## src/pprp_pkg.sv

```systemverilog
/*
 * pprp_pkg: constants, enums and carrier structs for the page permit and
 * ring protection checker. Assumes 16-bit page table entries.
 */
package pprp_pkg;
    // page geometry
    localparam int          PAGE_WORDS       = 1024;
    localparam int          SVC_PARAM_COUNT  = 256;
    // page table entry field positions
    localparam int          WRITE_PERMIT_POS = 15;
    localparam int          READ_PERMIT_POS  = 14;
    localparam int          FETCH_PERMIT_POS = 13;
    localparam int          USED_FLAG_POS    = 12;
    localparam int          WRITTEN_FLAG_POS = 11;
    localparam int          RING_HI_POS      = 10;
    localparam int          RING_LO_POS      = 9;
    // status register field positions
    localparam int          STAT_FETCH_POS   = 15;
    localparam int          STAT_PERMIT_POS  = 14;
    localparam int          STAT_TABLE_HI    = 7;
    localparam int          STAT_TABLE_LO    = 6;
    localparam int          STAT_VPAGE_HI    = 5;
    // interrupt level and codes
    localparam logic [3:0]  IRQ_LEVEL        = 4'he;
    localparam logic [3:0]  PROTECT_CODE     = 4'h2;
    // lowest ring allowed to run privileged instructions
    localparam logic [1:0]  PRIV_RING_MIN    = 2'h2;
    localparam logic [15:0] STATUS_RESET     = 16'h0000;

    typedef enum logic [1:0] {
        ACC_READ,
        ACC_WRITE,
        ACC_FETCH,
        ACC_INDIRECT
    } pprp_access_e;

    typedef enum logic [1:0] {
        INSN_PLAIN,
        INSN_PRIVILEGED,
        INSN_SUPERVISOR
    } pprp_insn_e;

    typedef enum logic {
        STAT_OPEN,
        STAT_LOCKED
    } pprp_lock_e;

    // one translated memory reference
    typedef struct packed {
        pprp_access_e kind;
        logic [15:0]  entry;
        logic [1:0]   table_num;
        logic [5:0]   vpage;
    } pprp_mem_req_s;

    // one instruction about to execute
    typedef struct packed {
        pprp_insn_e   kind;
        logic [7:0]   svc_param;
    } pprp_insn_req_s;
endpackage : pprp_pkg

```

## src/pprp_check.sv

```systemverilog
/*
 * pprp_check: combinational verdict for one reference: page absent,
 * permit failure, ring failure. Assumes the entry is already read out.
 */
`timescale 1ns/1ps
`default_nettype none
module pprp_check (
    input  wire  pprp_pkg::pprp_access_e kind_i,
    input  wire  logic [15:0]            entry_i,
    input  wire  logic [1:0]             cur_ring_i,
    output logic                         page_absent_o,
    output logic                         permit_bad_o,
    output logic                         ring_bad_o
);
    logic       write_permit_bit;
    logic       read_permit_bit;
    logic       fetch_permit_bit;
    logic [1:0] page_ring;

    assign write_permit_bit = entry_i[pprp_pkg::WRITE_PERMIT_POS];
    assign read_permit_bit  = entry_i[pprp_pkg::READ_PERMIT_POS];
    assign fetch_permit_bit = entry_i[pprp_pkg::FETCH_PERMIT_POS];
    assign page_ring = {entry_i[pprp_pkg::RING_HI_POS], entry_i[pprp_pkg::RING_LO_POS]};

    // permit decode; absent page is reported instead of a permit failure
    always_comb begin
        page_absent_o = ~(write_permit_bit | read_permit_bit | fetch_permit_bit);
        case (kind_i)
            pprp_pkg::ACC_WRITE:    permit_bad_o = ~write_permit_bit;
            pprp_pkg::ACC_READ:     permit_bad_o = ~read_permit_bit;
            pprp_pkg::ACC_FETCH:    permit_bad_o = ~fetch_permit_bit;
            pprp_pkg::ACC_INDIRECT: permit_bad_o = ~(fetch_permit_bit | read_permit_bit);
            default:                permit_bad_o = 1'b1;
        endcase
        if (page_absent_o) begin
            permit_bad_o = 1'b0;
        end
    end

    // ring n reaches n and below
    assign ring_bad_o = page_ring > cur_ring_i;
endmodule : pprp_check
`default_nettype wire

```

## src/pprp_page_permit_ring.sv

```systemverilog
/*
 * pprp_page_permit_ring: checks each translated reference against the page
 * permits and rings, blocks privileged instructions in low rings, raises
 * level 14 internal interrupts and captures the paging status.
 * Assumes requests come from same-clock sequencer logic, one per cycle,
 * and that the paging control register ring is presented as cur_ring_i.
 */
`timescale 1ns/1ps
`default_nettype none
module pprp_page_permit_ring #(
    parameter logic [3:0] PAGE_FAULT_CODE = 4'h3,
    parameter logic [3:0] PRIV_INSN_CODE  = 4'h4,
    parameter logic [3:0] SVC_CODE        = 4'h5
) (
    input  wire  logic                     clk_i,
    input  wire  logic                     reset_n_i,
    input  wire  logic                     mem_valid_i,
    input  wire  pprp_pkg::pprp_mem_req_s  mem_req_i,
    input  wire  logic                     insn_valid_i,
    input  wire  pprp_pkg::pprp_insn_req_s insn_req_i,
    input  wire  logic [1:0]               cur_ring_i,
    input  wire  logic                     status_read_i,
    output logic                           done_o,
    output logic                           allow_o,
    output logic                           read_deliver_o,
    output logic                           store_enable_o,
    output logic                           entry_wr_o,
    output logic [15:0]                    entry_data_o,
    output logic                           irq_o,
    output logic [3:0]                     irq_level_o,
    output logic [3:0]                     irq_code_o,
    output logic [7:0]                     svc_param_o,
    output logic [15:0]                    status_o,
    output logic                           status_locked_o
);
    ////////////////////////////////////////////////////////////////////////
    // verdict of the addressed entry
    logic page_absent;
    logic permit_bad;
    logic ring_bad;

    pprp_check u_check (
        .kind_i        (mem_req_i.kind),
        .entry_i       (mem_req_i.entry),
        .cur_ring_i    (cur_ring_i),
        .page_absent_o (page_absent),
        .permit_bad_o  (permit_bad),
        .ring_bad_o    (ring_bad)
    );

    ////////////////////////////////////////////////////////////////////////
    // registered answer state
    logic                 done_ff, nxt_done;
    logic                 allow_ff, nxt_allow;
    logic                 deliver_ff, nxt_deliver;
    logic                 store_ff, nxt_store;
    logic                 entry_wr_ff, nxt_entry_wr;
    logic [15:0]          entry_data_ff, nxt_entry_data;
    logic                 irq_ff, nxt_irq;
    logic [3:0]           code_ff, nxt_code;
    logic [7:0]           svc_ff, nxt_svc;
    logic [15:0]          status_ff, nxt_status;
    pprp_pkg::pprp_lock_e lock_ff, nxt_lock;
    logic [3:0]           level_ff, nxt_level;
    logic                 locked_ff, nxt_locked;

    logic mem_fault;
    logic insn_bad;
    logic is_svc;
    logic mem_ok;

    // classify; a memory reference takes precedence over an instruction check
    always_comb begin
        mem_fault = mem_valid_i & (page_absent | permit_bad | ring_bad);
        // privileged needs ring 2 or 3
        insn_bad  = ~mem_valid_i & insn_valid_i
                  & (insn_req_i.kind == pprp_pkg::INSN_PRIVILEGED)
                  & (cur_ring_i < pprp_pkg::PRIV_RING_MIN);
        is_svc    = ~mem_valid_i & insn_valid_i
                  & (insn_req_i.kind == pprp_pkg::INSN_SUPERVISOR);
        mem_ok    = mem_valid_i & ~mem_fault;
    end

    // next answer; faults suppress every side effect of the access
    always_comb begin
        nxt_done       = mem_valid_i | insn_valid_i;
        nxt_allow      = mem_ok | (~mem_valid_i & insn_valid_i & ~insn_bad);
        nxt_deliver    = mem_ok & (mem_req_i.kind != pprp_pkg::ACC_WRITE);
        nxt_store      = mem_ok & (mem_req_i.kind == pprp_pkg::ACC_WRITE);
        nxt_entry_wr   = mem_ok;
        nxt_entry_data = mem_req_i.entry;
        nxt_entry_data[pprp_pkg::USED_FLAG_POS] = 1'b1;
        if (mem_req_i.kind == pprp_pkg::ACC_WRITE) begin
            nxt_entry_data[pprp_pkg::WRITTEN_FLAG_POS] = 1'b1;
        end
        nxt_irq  = mem_fault | insn_bad | is_svc;
        nxt_level = nxt_irq ? pprp_pkg::IRQ_LEVEL : 4'h0;
        nxt_code = 4'h0;
        if (mem_valid_i & page_absent) begin
            nxt_code = PAGE_FAULT_CODE;
        end else if (mem_valid_i & permit_bad) begin
            nxt_code = pprp_pkg::PROTECT_CODE;
        end else if (mem_valid_i & ring_bad) begin
            nxt_code = PRIV_INSN_CODE;
        end else if (insn_bad) begin
            nxt_code = PRIV_INSN_CODE;
        end else if (is_svc) begin
            nxt_code = SVC_CODE;
        end
        nxt_svc = is_svc ? insn_req_i.svc_param : svc_ff;
    end

    // status capture; a fault in the unlocking cycle wins over the unlock
    always_comb begin
        nxt_status = status_ff;
        nxt_lock   = lock_ff;
        case (lock_ff)
            pprp_pkg::STAT_OPEN: begin
                nxt_lock = pprp_pkg::STAT_OPEN;
            end
            pprp_pkg::STAT_LOCKED: begin
                nxt_lock = status_read_i ? pprp_pkg::STAT_OPEN : pprp_pkg::STAT_LOCKED;
            end
            default: begin
                nxt_lock = pprp_pkg::STAT_OPEN;
            end
        endcase
        if (mem_fault && (lock_ff == pprp_pkg::STAT_OPEN || status_read_i)) begin
            nxt_status = 16'h0000;
            nxt_status[pprp_pkg::STAT_FETCH_POS]  = mem_req_i.kind == pprp_pkg::ACC_FETCH;
            nxt_status[pprp_pkg::STAT_PERMIT_POS] = page_absent | permit_bad;
            nxt_status[pprp_pkg::STAT_TABLE_HI:pprp_pkg::STAT_TABLE_LO] = mem_req_i.table_num;
            nxt_status[pprp_pkg::STAT_VPAGE_HI:0] = mem_req_i.vpage;
            nxt_lock = pprp_pkg::STAT_LOCKED;
        end
        // lock flag kept in its own flop so the pin needs no decode
        nxt_locked = nxt_lock == pprp_pkg::STAT_LOCKED;
    end

    // registers only; every output comes from here
    always_ff @(posedge clk_i or negedge reset_n_i) begin
        if (!reset_n_i) begin
            done_ff       <= 1'b0;
            allow_ff      <= 1'b0;
            deliver_ff    <= 1'b0;
            store_ff      <= 1'b0;
            entry_wr_ff   <= 1'b0;
            entry_data_ff <= 16'h0000;
            irq_ff        <= 1'b0;
            code_ff       <= 4'h0;
            svc_ff        <= 8'h00;
            status_ff     <= pprp_pkg::STATUS_RESET;
            lock_ff       <= pprp_pkg::STAT_OPEN;
            level_ff      <= 4'h0;
            locked_ff     <= 1'b0;
        end else begin
            done_ff       <= nxt_done;
            allow_ff      <= nxt_allow;
            deliver_ff    <= nxt_deliver;
            store_ff      <= nxt_store;
            entry_wr_ff   <= nxt_entry_wr;
            entry_data_ff <= nxt_entry_data;
            irq_ff        <= nxt_irq;
            code_ff       <= nxt_code;
            svc_ff        <= nxt_svc;
            status_ff     <= nxt_status;
            lock_ff       <= nxt_lock;
            level_ff      <= nxt_level;
            locked_ff     <= nxt_locked;
        end
    end

    assign done_o          = done_ff;
    assign allow_o         = allow_ff;
    assign read_deliver_o  = deliver_ff;
    assign store_enable_o  = store_ff;
    assign entry_wr_o      = entry_wr_ff;
    assign entry_data_o    = entry_data_ff;
    assign irq_o           = irq_ff;
    // level is fixed, but registered beside irq so it stands only with it
    assign irq_level_o     = level_ff;
    assign irq_code_o      = code_ff;
    assign svc_param_o     = svc_ff;
    assign status_o        = status_ff;
    assign status_locked_o = locked_ff;

    logic [2:0] req_permits;
    logic [1:0] req_ring;
    assign req_permits = mem_req_i.entry[15:13];
    assign req_ring    = mem_req_i.entry[10:9];
endmodule : pprp_page_permit_ring
`default_nettype wire

```

## config.mk

```make
export PLATFORM = sky130hd
export DESIGN_NAME = pprp_page_permit_ring
export DESIGN_NICKNAME = d
export VERILOG_FILES = /design/src/pprp_pkg.sv /design/src/pprp_check.sv /design/src/pprp_page_permit_ring.sv
export SDC_FILE = /design/constraint.sdc
export NUM_CORES = 1
export LEC_CHECK = 0
export BUFFER_PORTS_ARGS = -buffer_cell sky130_fd_sc_hd__buf_4
export CAP_MARGIN = 30
export CORE_AREA = 4 4 57 80
export CTS_BUF_LIST = sky130_fd_sc_hd__clkbuf_8
export DETAILED_ROUTE_END_ITERATION = 7
export DIE_AREA = 0 0 61 84
export GPL_ROUTABILITY_DRIVEN = 0
export PLACE_DENSITY = 0.79
export SLEW_MARGIN = 5
export SYNTH_ARGS = -nofsm -noshare
export SYNTH_HDL_FRONTEND = slang
export SYNTH_SLANG_ARGS = --single-unit
```

## constraint.sdc

```tcl
create_clock -name clk_i -period 1.69 [get_ports clk_i]
set_clock_uncertainty 0.2 [all_clocks]
set_input_delay 0.2535 -clock clk_i [delete_from_list [all_inputs] [get_ports clk_i]]
set_output_delay 0.2535 -clock clk_i [all_outputs]
set_load 0.01 [all_outputs]
```

# [Word-level counts from Yosys, hierarchy flattened]
# Cells that the tools add are included.
[totals] register_bits=49 output_inout_bits=55
[op_classes] order_cmp=2 eq_ne=6 n_mux=12 bitwise=30 reduce_logical=3
[op_table] operator="3-bit two-way mux" n=5
[op_table] operator="1-bit bitwise AND" n=12
[op_table] operator="1-bit NOT" n=9
[op_table] operator="1-bit OR" n=9
[op_table] operator="2-bit == test (second input constant)" n=3
[op_table] operator="2-bit by 1-bit == test with 1-bit output (second input constant)" n=2
[op_table] operator="1-bit two-way mux" n=4
[op_table] operator="4-bit two-way mux" n=1
[op_table] operator="1-bit case mux with 4 select lines" n=1
[op_table] operator="2-bit greater-than comparator" n=1
[op_table] operator="2-bit logical NOT" n=1
[op_table] operator="2-bit less-than comparator (second input constant)" n=1
[op_table] operator="2-bit by 1-bit inequality test with 1-bit output (second input constant)" n=1
[op_table] operator="1-bit case mux with 2 select lines" n=1
[op_table] operator="1-bit logical AND" n=1
[op_table] operator="1-bit logical OR" n=1

# [Logic depth before layout (Yosys ltp)]
[logic_depth] word_depth=10 ltp_mapped=6

# [By module]
# From an unflattened synthesis, not the netlist that was laid out.
[unflattened] cells_unflattened=115 hier_area_um2=1671.6
[by_module_without_submodules] mod="pprp_page_permit_ring" n_inst=1 cells_each=103 area_each_um2=1586.5 seq_area_each_um2=1101.1
[by_module_without_submodules] mod="pprp_check" n_inst=1 cells_each=12 area_each_um2=85.1 seq_area_each_um2=0.0

# [Least setup slack after synthesis]
# OpenSTA, ideal clock, no wires.
[synth_timing] path_kind="in2reg" start="in cur_ring_i[1]" end="reg status_ff[0], in the netlist status_o[0]" setup_ns=0.125 arrival_time_ns=1.515 path_slack_ns=-0.150 path_stages=6 path_buffers=0 cell_sequence="inv_1 > ha_1 > nor2b_1 > o211ai_1 > a21oi_4 > mux2_2"
[synth_between] elab_chain_cells=4
[synth_lines] element="from (decl)" line="pprp_page_permit_ring.sv:21" text="input wire logic [1:0] cur_ring_i,"
[synth_lines] element="2-bit greater-than comparator" line="pprp_check.sv:41" text="assign ring_bad_o = page_ring > cur_ring_i;"
[synth_lines] element="1-bit OR" line="pprp_page_permit_ring.sv:74" text="mem_fault = mem_valid_i & (page_absent | permit_bad | ring_bad);"
[synth_lines] element="1-bit bitwise AND" line="pprp_page_permit_ring.sv:74"
[synth_lines] element="1-bit logical AND" line="pprp_page_permit_ring.sv:128" text="if (mem_fault && (lock_ff == pprp_pkg::STAT_OPEN || status_read_i)) begin"
[synth_lines] element="to (signal assigned)" line="pprp_page_permit_ring.sv:152" text="status_ff <= pprp_pkg::STATUS_RESET;"
[synth_lines] element="to (signal assigned)" line="pprp_page_permit_ring.sv:166" text="status_ff <= nxt_status;"
[synth_lines] element="to (decl)" line="pprp_page_permit_ring.sv:62" text="logic [15:0] status_ff, nxt_status;"
# No other way between the ends.
# A chain may end at the register's enable or synchronous reset.

# [Worst setup path in the final report]
[layout_timing] start="in insn_valid_i" end="reg svc_ff[0], in the netlist svc_param_o[0]"
[layout_between] elab_chain_cells=2
[layout_lines] element="from (decl)" line="pprp_page_permit_ring.sv:19" text="input wire logic insn_valid_i,"
[layout_lines] element="1-bit bitwise AND" line="pprp_page_permit_ring.sv:79" text="is_svc = ~mem_valid_i & insn_valid_i"
[layout_lines] element="1-bit bitwise AND" line="pprp_page_permit_ring.sv:80" text="& (insn_req_i.kind == pprp_pkg::INSN_SUPERVISOR);"
[layout_lines] element="to (signal assigned)" line="pprp_page_permit_ring.sv:165" text="svc_ff <= nxt_svc;"
[layout_lines] element="to (decl)" line="pprp_page_permit_ring.sv:61" text="logic [7:0] svc_ff, nxt_svc;"
# No other way between the ends.

==> out/qor.yml <==
drtPass1Iterations: 6
initial_core_util: 0.427
dpl.hpwl_mm: 2.79
synth_cell_types: 23
fin_hold_ws_ns: 0.0198
setup_viol: 0
hp-start: "mem_valid_i"
grt_start_max_net_pins: 45
routed_via_density: 4.49
p_leak_nw: 1.43
vias: 1310
final_cell_mix: "95 x buf_4, 44 x dfrtp_1, 33 x dlygate4sd3_1, 16 x mux2_2, 9 x conb_1"
htree_levels: 2
portBuffers: 88
crit_required_ns: 1.66
final_util: 0.738
cts_resized: 0
cp_max_fo: 9
tightest_slew_ns: 0.538
antenna_found_initial: 0
wl_per_cell_um: 14.0
core_region_area_um2: 3850
start_kind: "input port"
remaining_drc_errors: 0
grt_overflow: 0
grt_use_total: 0.174
cap_viol_max_count: 0
clk_pin_slew_ns: 0.08
diodes: 0
root_buffer: "clkbuf_8"
slew_violations: 0
hold_violations: 0
min_period_ns: 1.65
areaGrowthSynthToFinish_pct: 72.9
cts_buffer_depth: 2
drive_above_1_share: 0.522
critPathKind: "in -> reg"
synth_cells: 117
fp-row-count: 27
rsz0062_at_grt: "false"
final_common_cell: "buf_4"
netlist_area_um2: 1650
holdCritPathClass: "in -> reg"
synth_seq_cells: 44
clock.fmax_ghz: 0.607
end_kind: "flop"
routed_wl_mm: 4.08
hold-path-endpoint: "done_o"
clock-sinks: 44
hold_path_depth: 2
clock_latency_ns: 0.29
critPathArrivalTime_ns: 1.62
grt_pass1_vias: 1423
ys_seq_area_frac: 0.669
critical_path.startpoint: "insn_valid_i"
grt_pass1_wl_mm: 6.63
design.die.area_um2: 5120
instances_no_fill: 292
numCtsBuffers: 5
cts_tree: "done"
antenna_left: 0
ir_worst_vdd_v: 0.000971
reg2reg_depth: 4
synth_warnings: 0
power.density_nw_per_um2: 976
die_h_um: 84
placed_cells: 251
drt-initial-drc-count: 19
io_pins: 98
timing.rr.start: "status_locked_o"
finalCritPeriodShare: 0.974
r2r-end: "status_o[4]"
r2r_slack_ns: 0.21
die_w_um: 61
outcome: "completed"
synth_area_per_cell_um2: 14.1
nNetsFinal: 293
relSlewSlack: 0.641
-- state kept, by name, indices dropped and copies added (netlist names) --
register	flops
entry_wr_o	1
irq_code_o	3
irq_level_o	1
status_locked_o	1
done_o	1
entry_data_o	16
store_enable_o	1
svc_param_o	8
allow_o	1
status_o	10
read_deliver_o	1
-- cells by family (layout without fill, tap and decap cells) --
family / Yosys count / in the layout / synth area share
other: 2 / 9 / 0.00456
and+or+nand+nor: 22 / 22 / 0.0715
adders and majority gates: 2 / 2 / 0.0152
AOI/OAI and AO/OA: 10 / 10 / 0.0479
DFF: 44 / 44 / 0.669
muxes: 18 / 18 / 0.122
buffers and inverters: 19 / 144 / 0.0692
-- worst max-delay path by stage --
stage / to / depth (start not counted) / slack (ns)
final: svc_param_o[0] / 6 / 0.04
after global routing: svc_param_o[6] / 6 / 0.005
after CTS: svc_param_o[0] / 6 / 0.04
after detailed placement: status_o[6] / 8 / -0.22
after global placement: status_o[5] / 8 / -0.19
after floorplan: status_o[0] / 6 / -0.08
-- cells in the mapped netlist, drive strengths merged --
cell     number  share of area
conb          2         0.0046
o21ai         4          0.012
mux2         17           0.12
nor3b         1         0.0046
nand2b        1         0.0038
ha            2          0.015
nor2          4         0.0091
dfrtp        44           0.67
buf          12          0.053
inv           7          0.016
nand2         6          0.014
or3b          1         0.0068
nand3         1         0.0030
nor4          1         0.0038
a21oi         2          0.013
o211ai        2         0.0091
o2111ai       1         0.0091
nor2b         4          0.015
or2           3          0.011
mux2i         1         0.0061
o21a          1         0.0046
-- layout make-up --
type / count / area (um^2)
well taps: 43 / 53.8
flip-flops and latches: 44 / 1100
repair buffers: 129 / 1060
multi-input cells: 61 / 480
inverters: 7 / 33.8
fillers: 281 / 1010
clock buffers: 5 / 68.8
clock inverters: 3 / 42.5
-- repair_timing --
| action | in CTS | in global routing |
|---|---|---|
| endpoints found under the hold margin | 76 | 0 |
| hold buffers | 33 | 0 |
| buffers inserted | 0 | 0 |
-- per-stage QoR --
step | setup slack [ns] | TNS [ns] | power (mW) | cell area [um^2]
CTS | 0.0379 | 0 | 2.81 | 2840
floorplan | -0.0762 | -0.645 | 1.57 | 1700
global placement | -0.189 | -1.83 | 1.94 | 2400
detailed placement | -0.222 | -2.18 | 1.96 | 2400
finish | 0.0432 | 0 | 2.77 | 2840
global route | 0.00535 | 0 | 2.93 | 2840
-- worst max-delay path, stage by stage --
cell and delay [ns]:
dlygate4sd3_1 0.53, buf_4 0.10, nand2_1 0.07, nor2b_1 0.13, buf_4 0.19, mux2_2 0.35
-- routing by layer --
layer | GRT usage | vias up | part of all wire
met3 | 0.0372 | 9 | 0.068
met2 | 0.304 | 56 | 0.55
met4 | 0.0828 | 0 | 0.033
met5 | 0 | - | 0
li1 | - | 629 | -
met1 | 0.190 | 616 | 0.35
-- report_power, final --
part	internal, mW	switching, mW
Combinational	0.441	0.288
Sequential	1.20	0.0709
Clock	0.437	0.340
(Power assumes the default switching activity.)
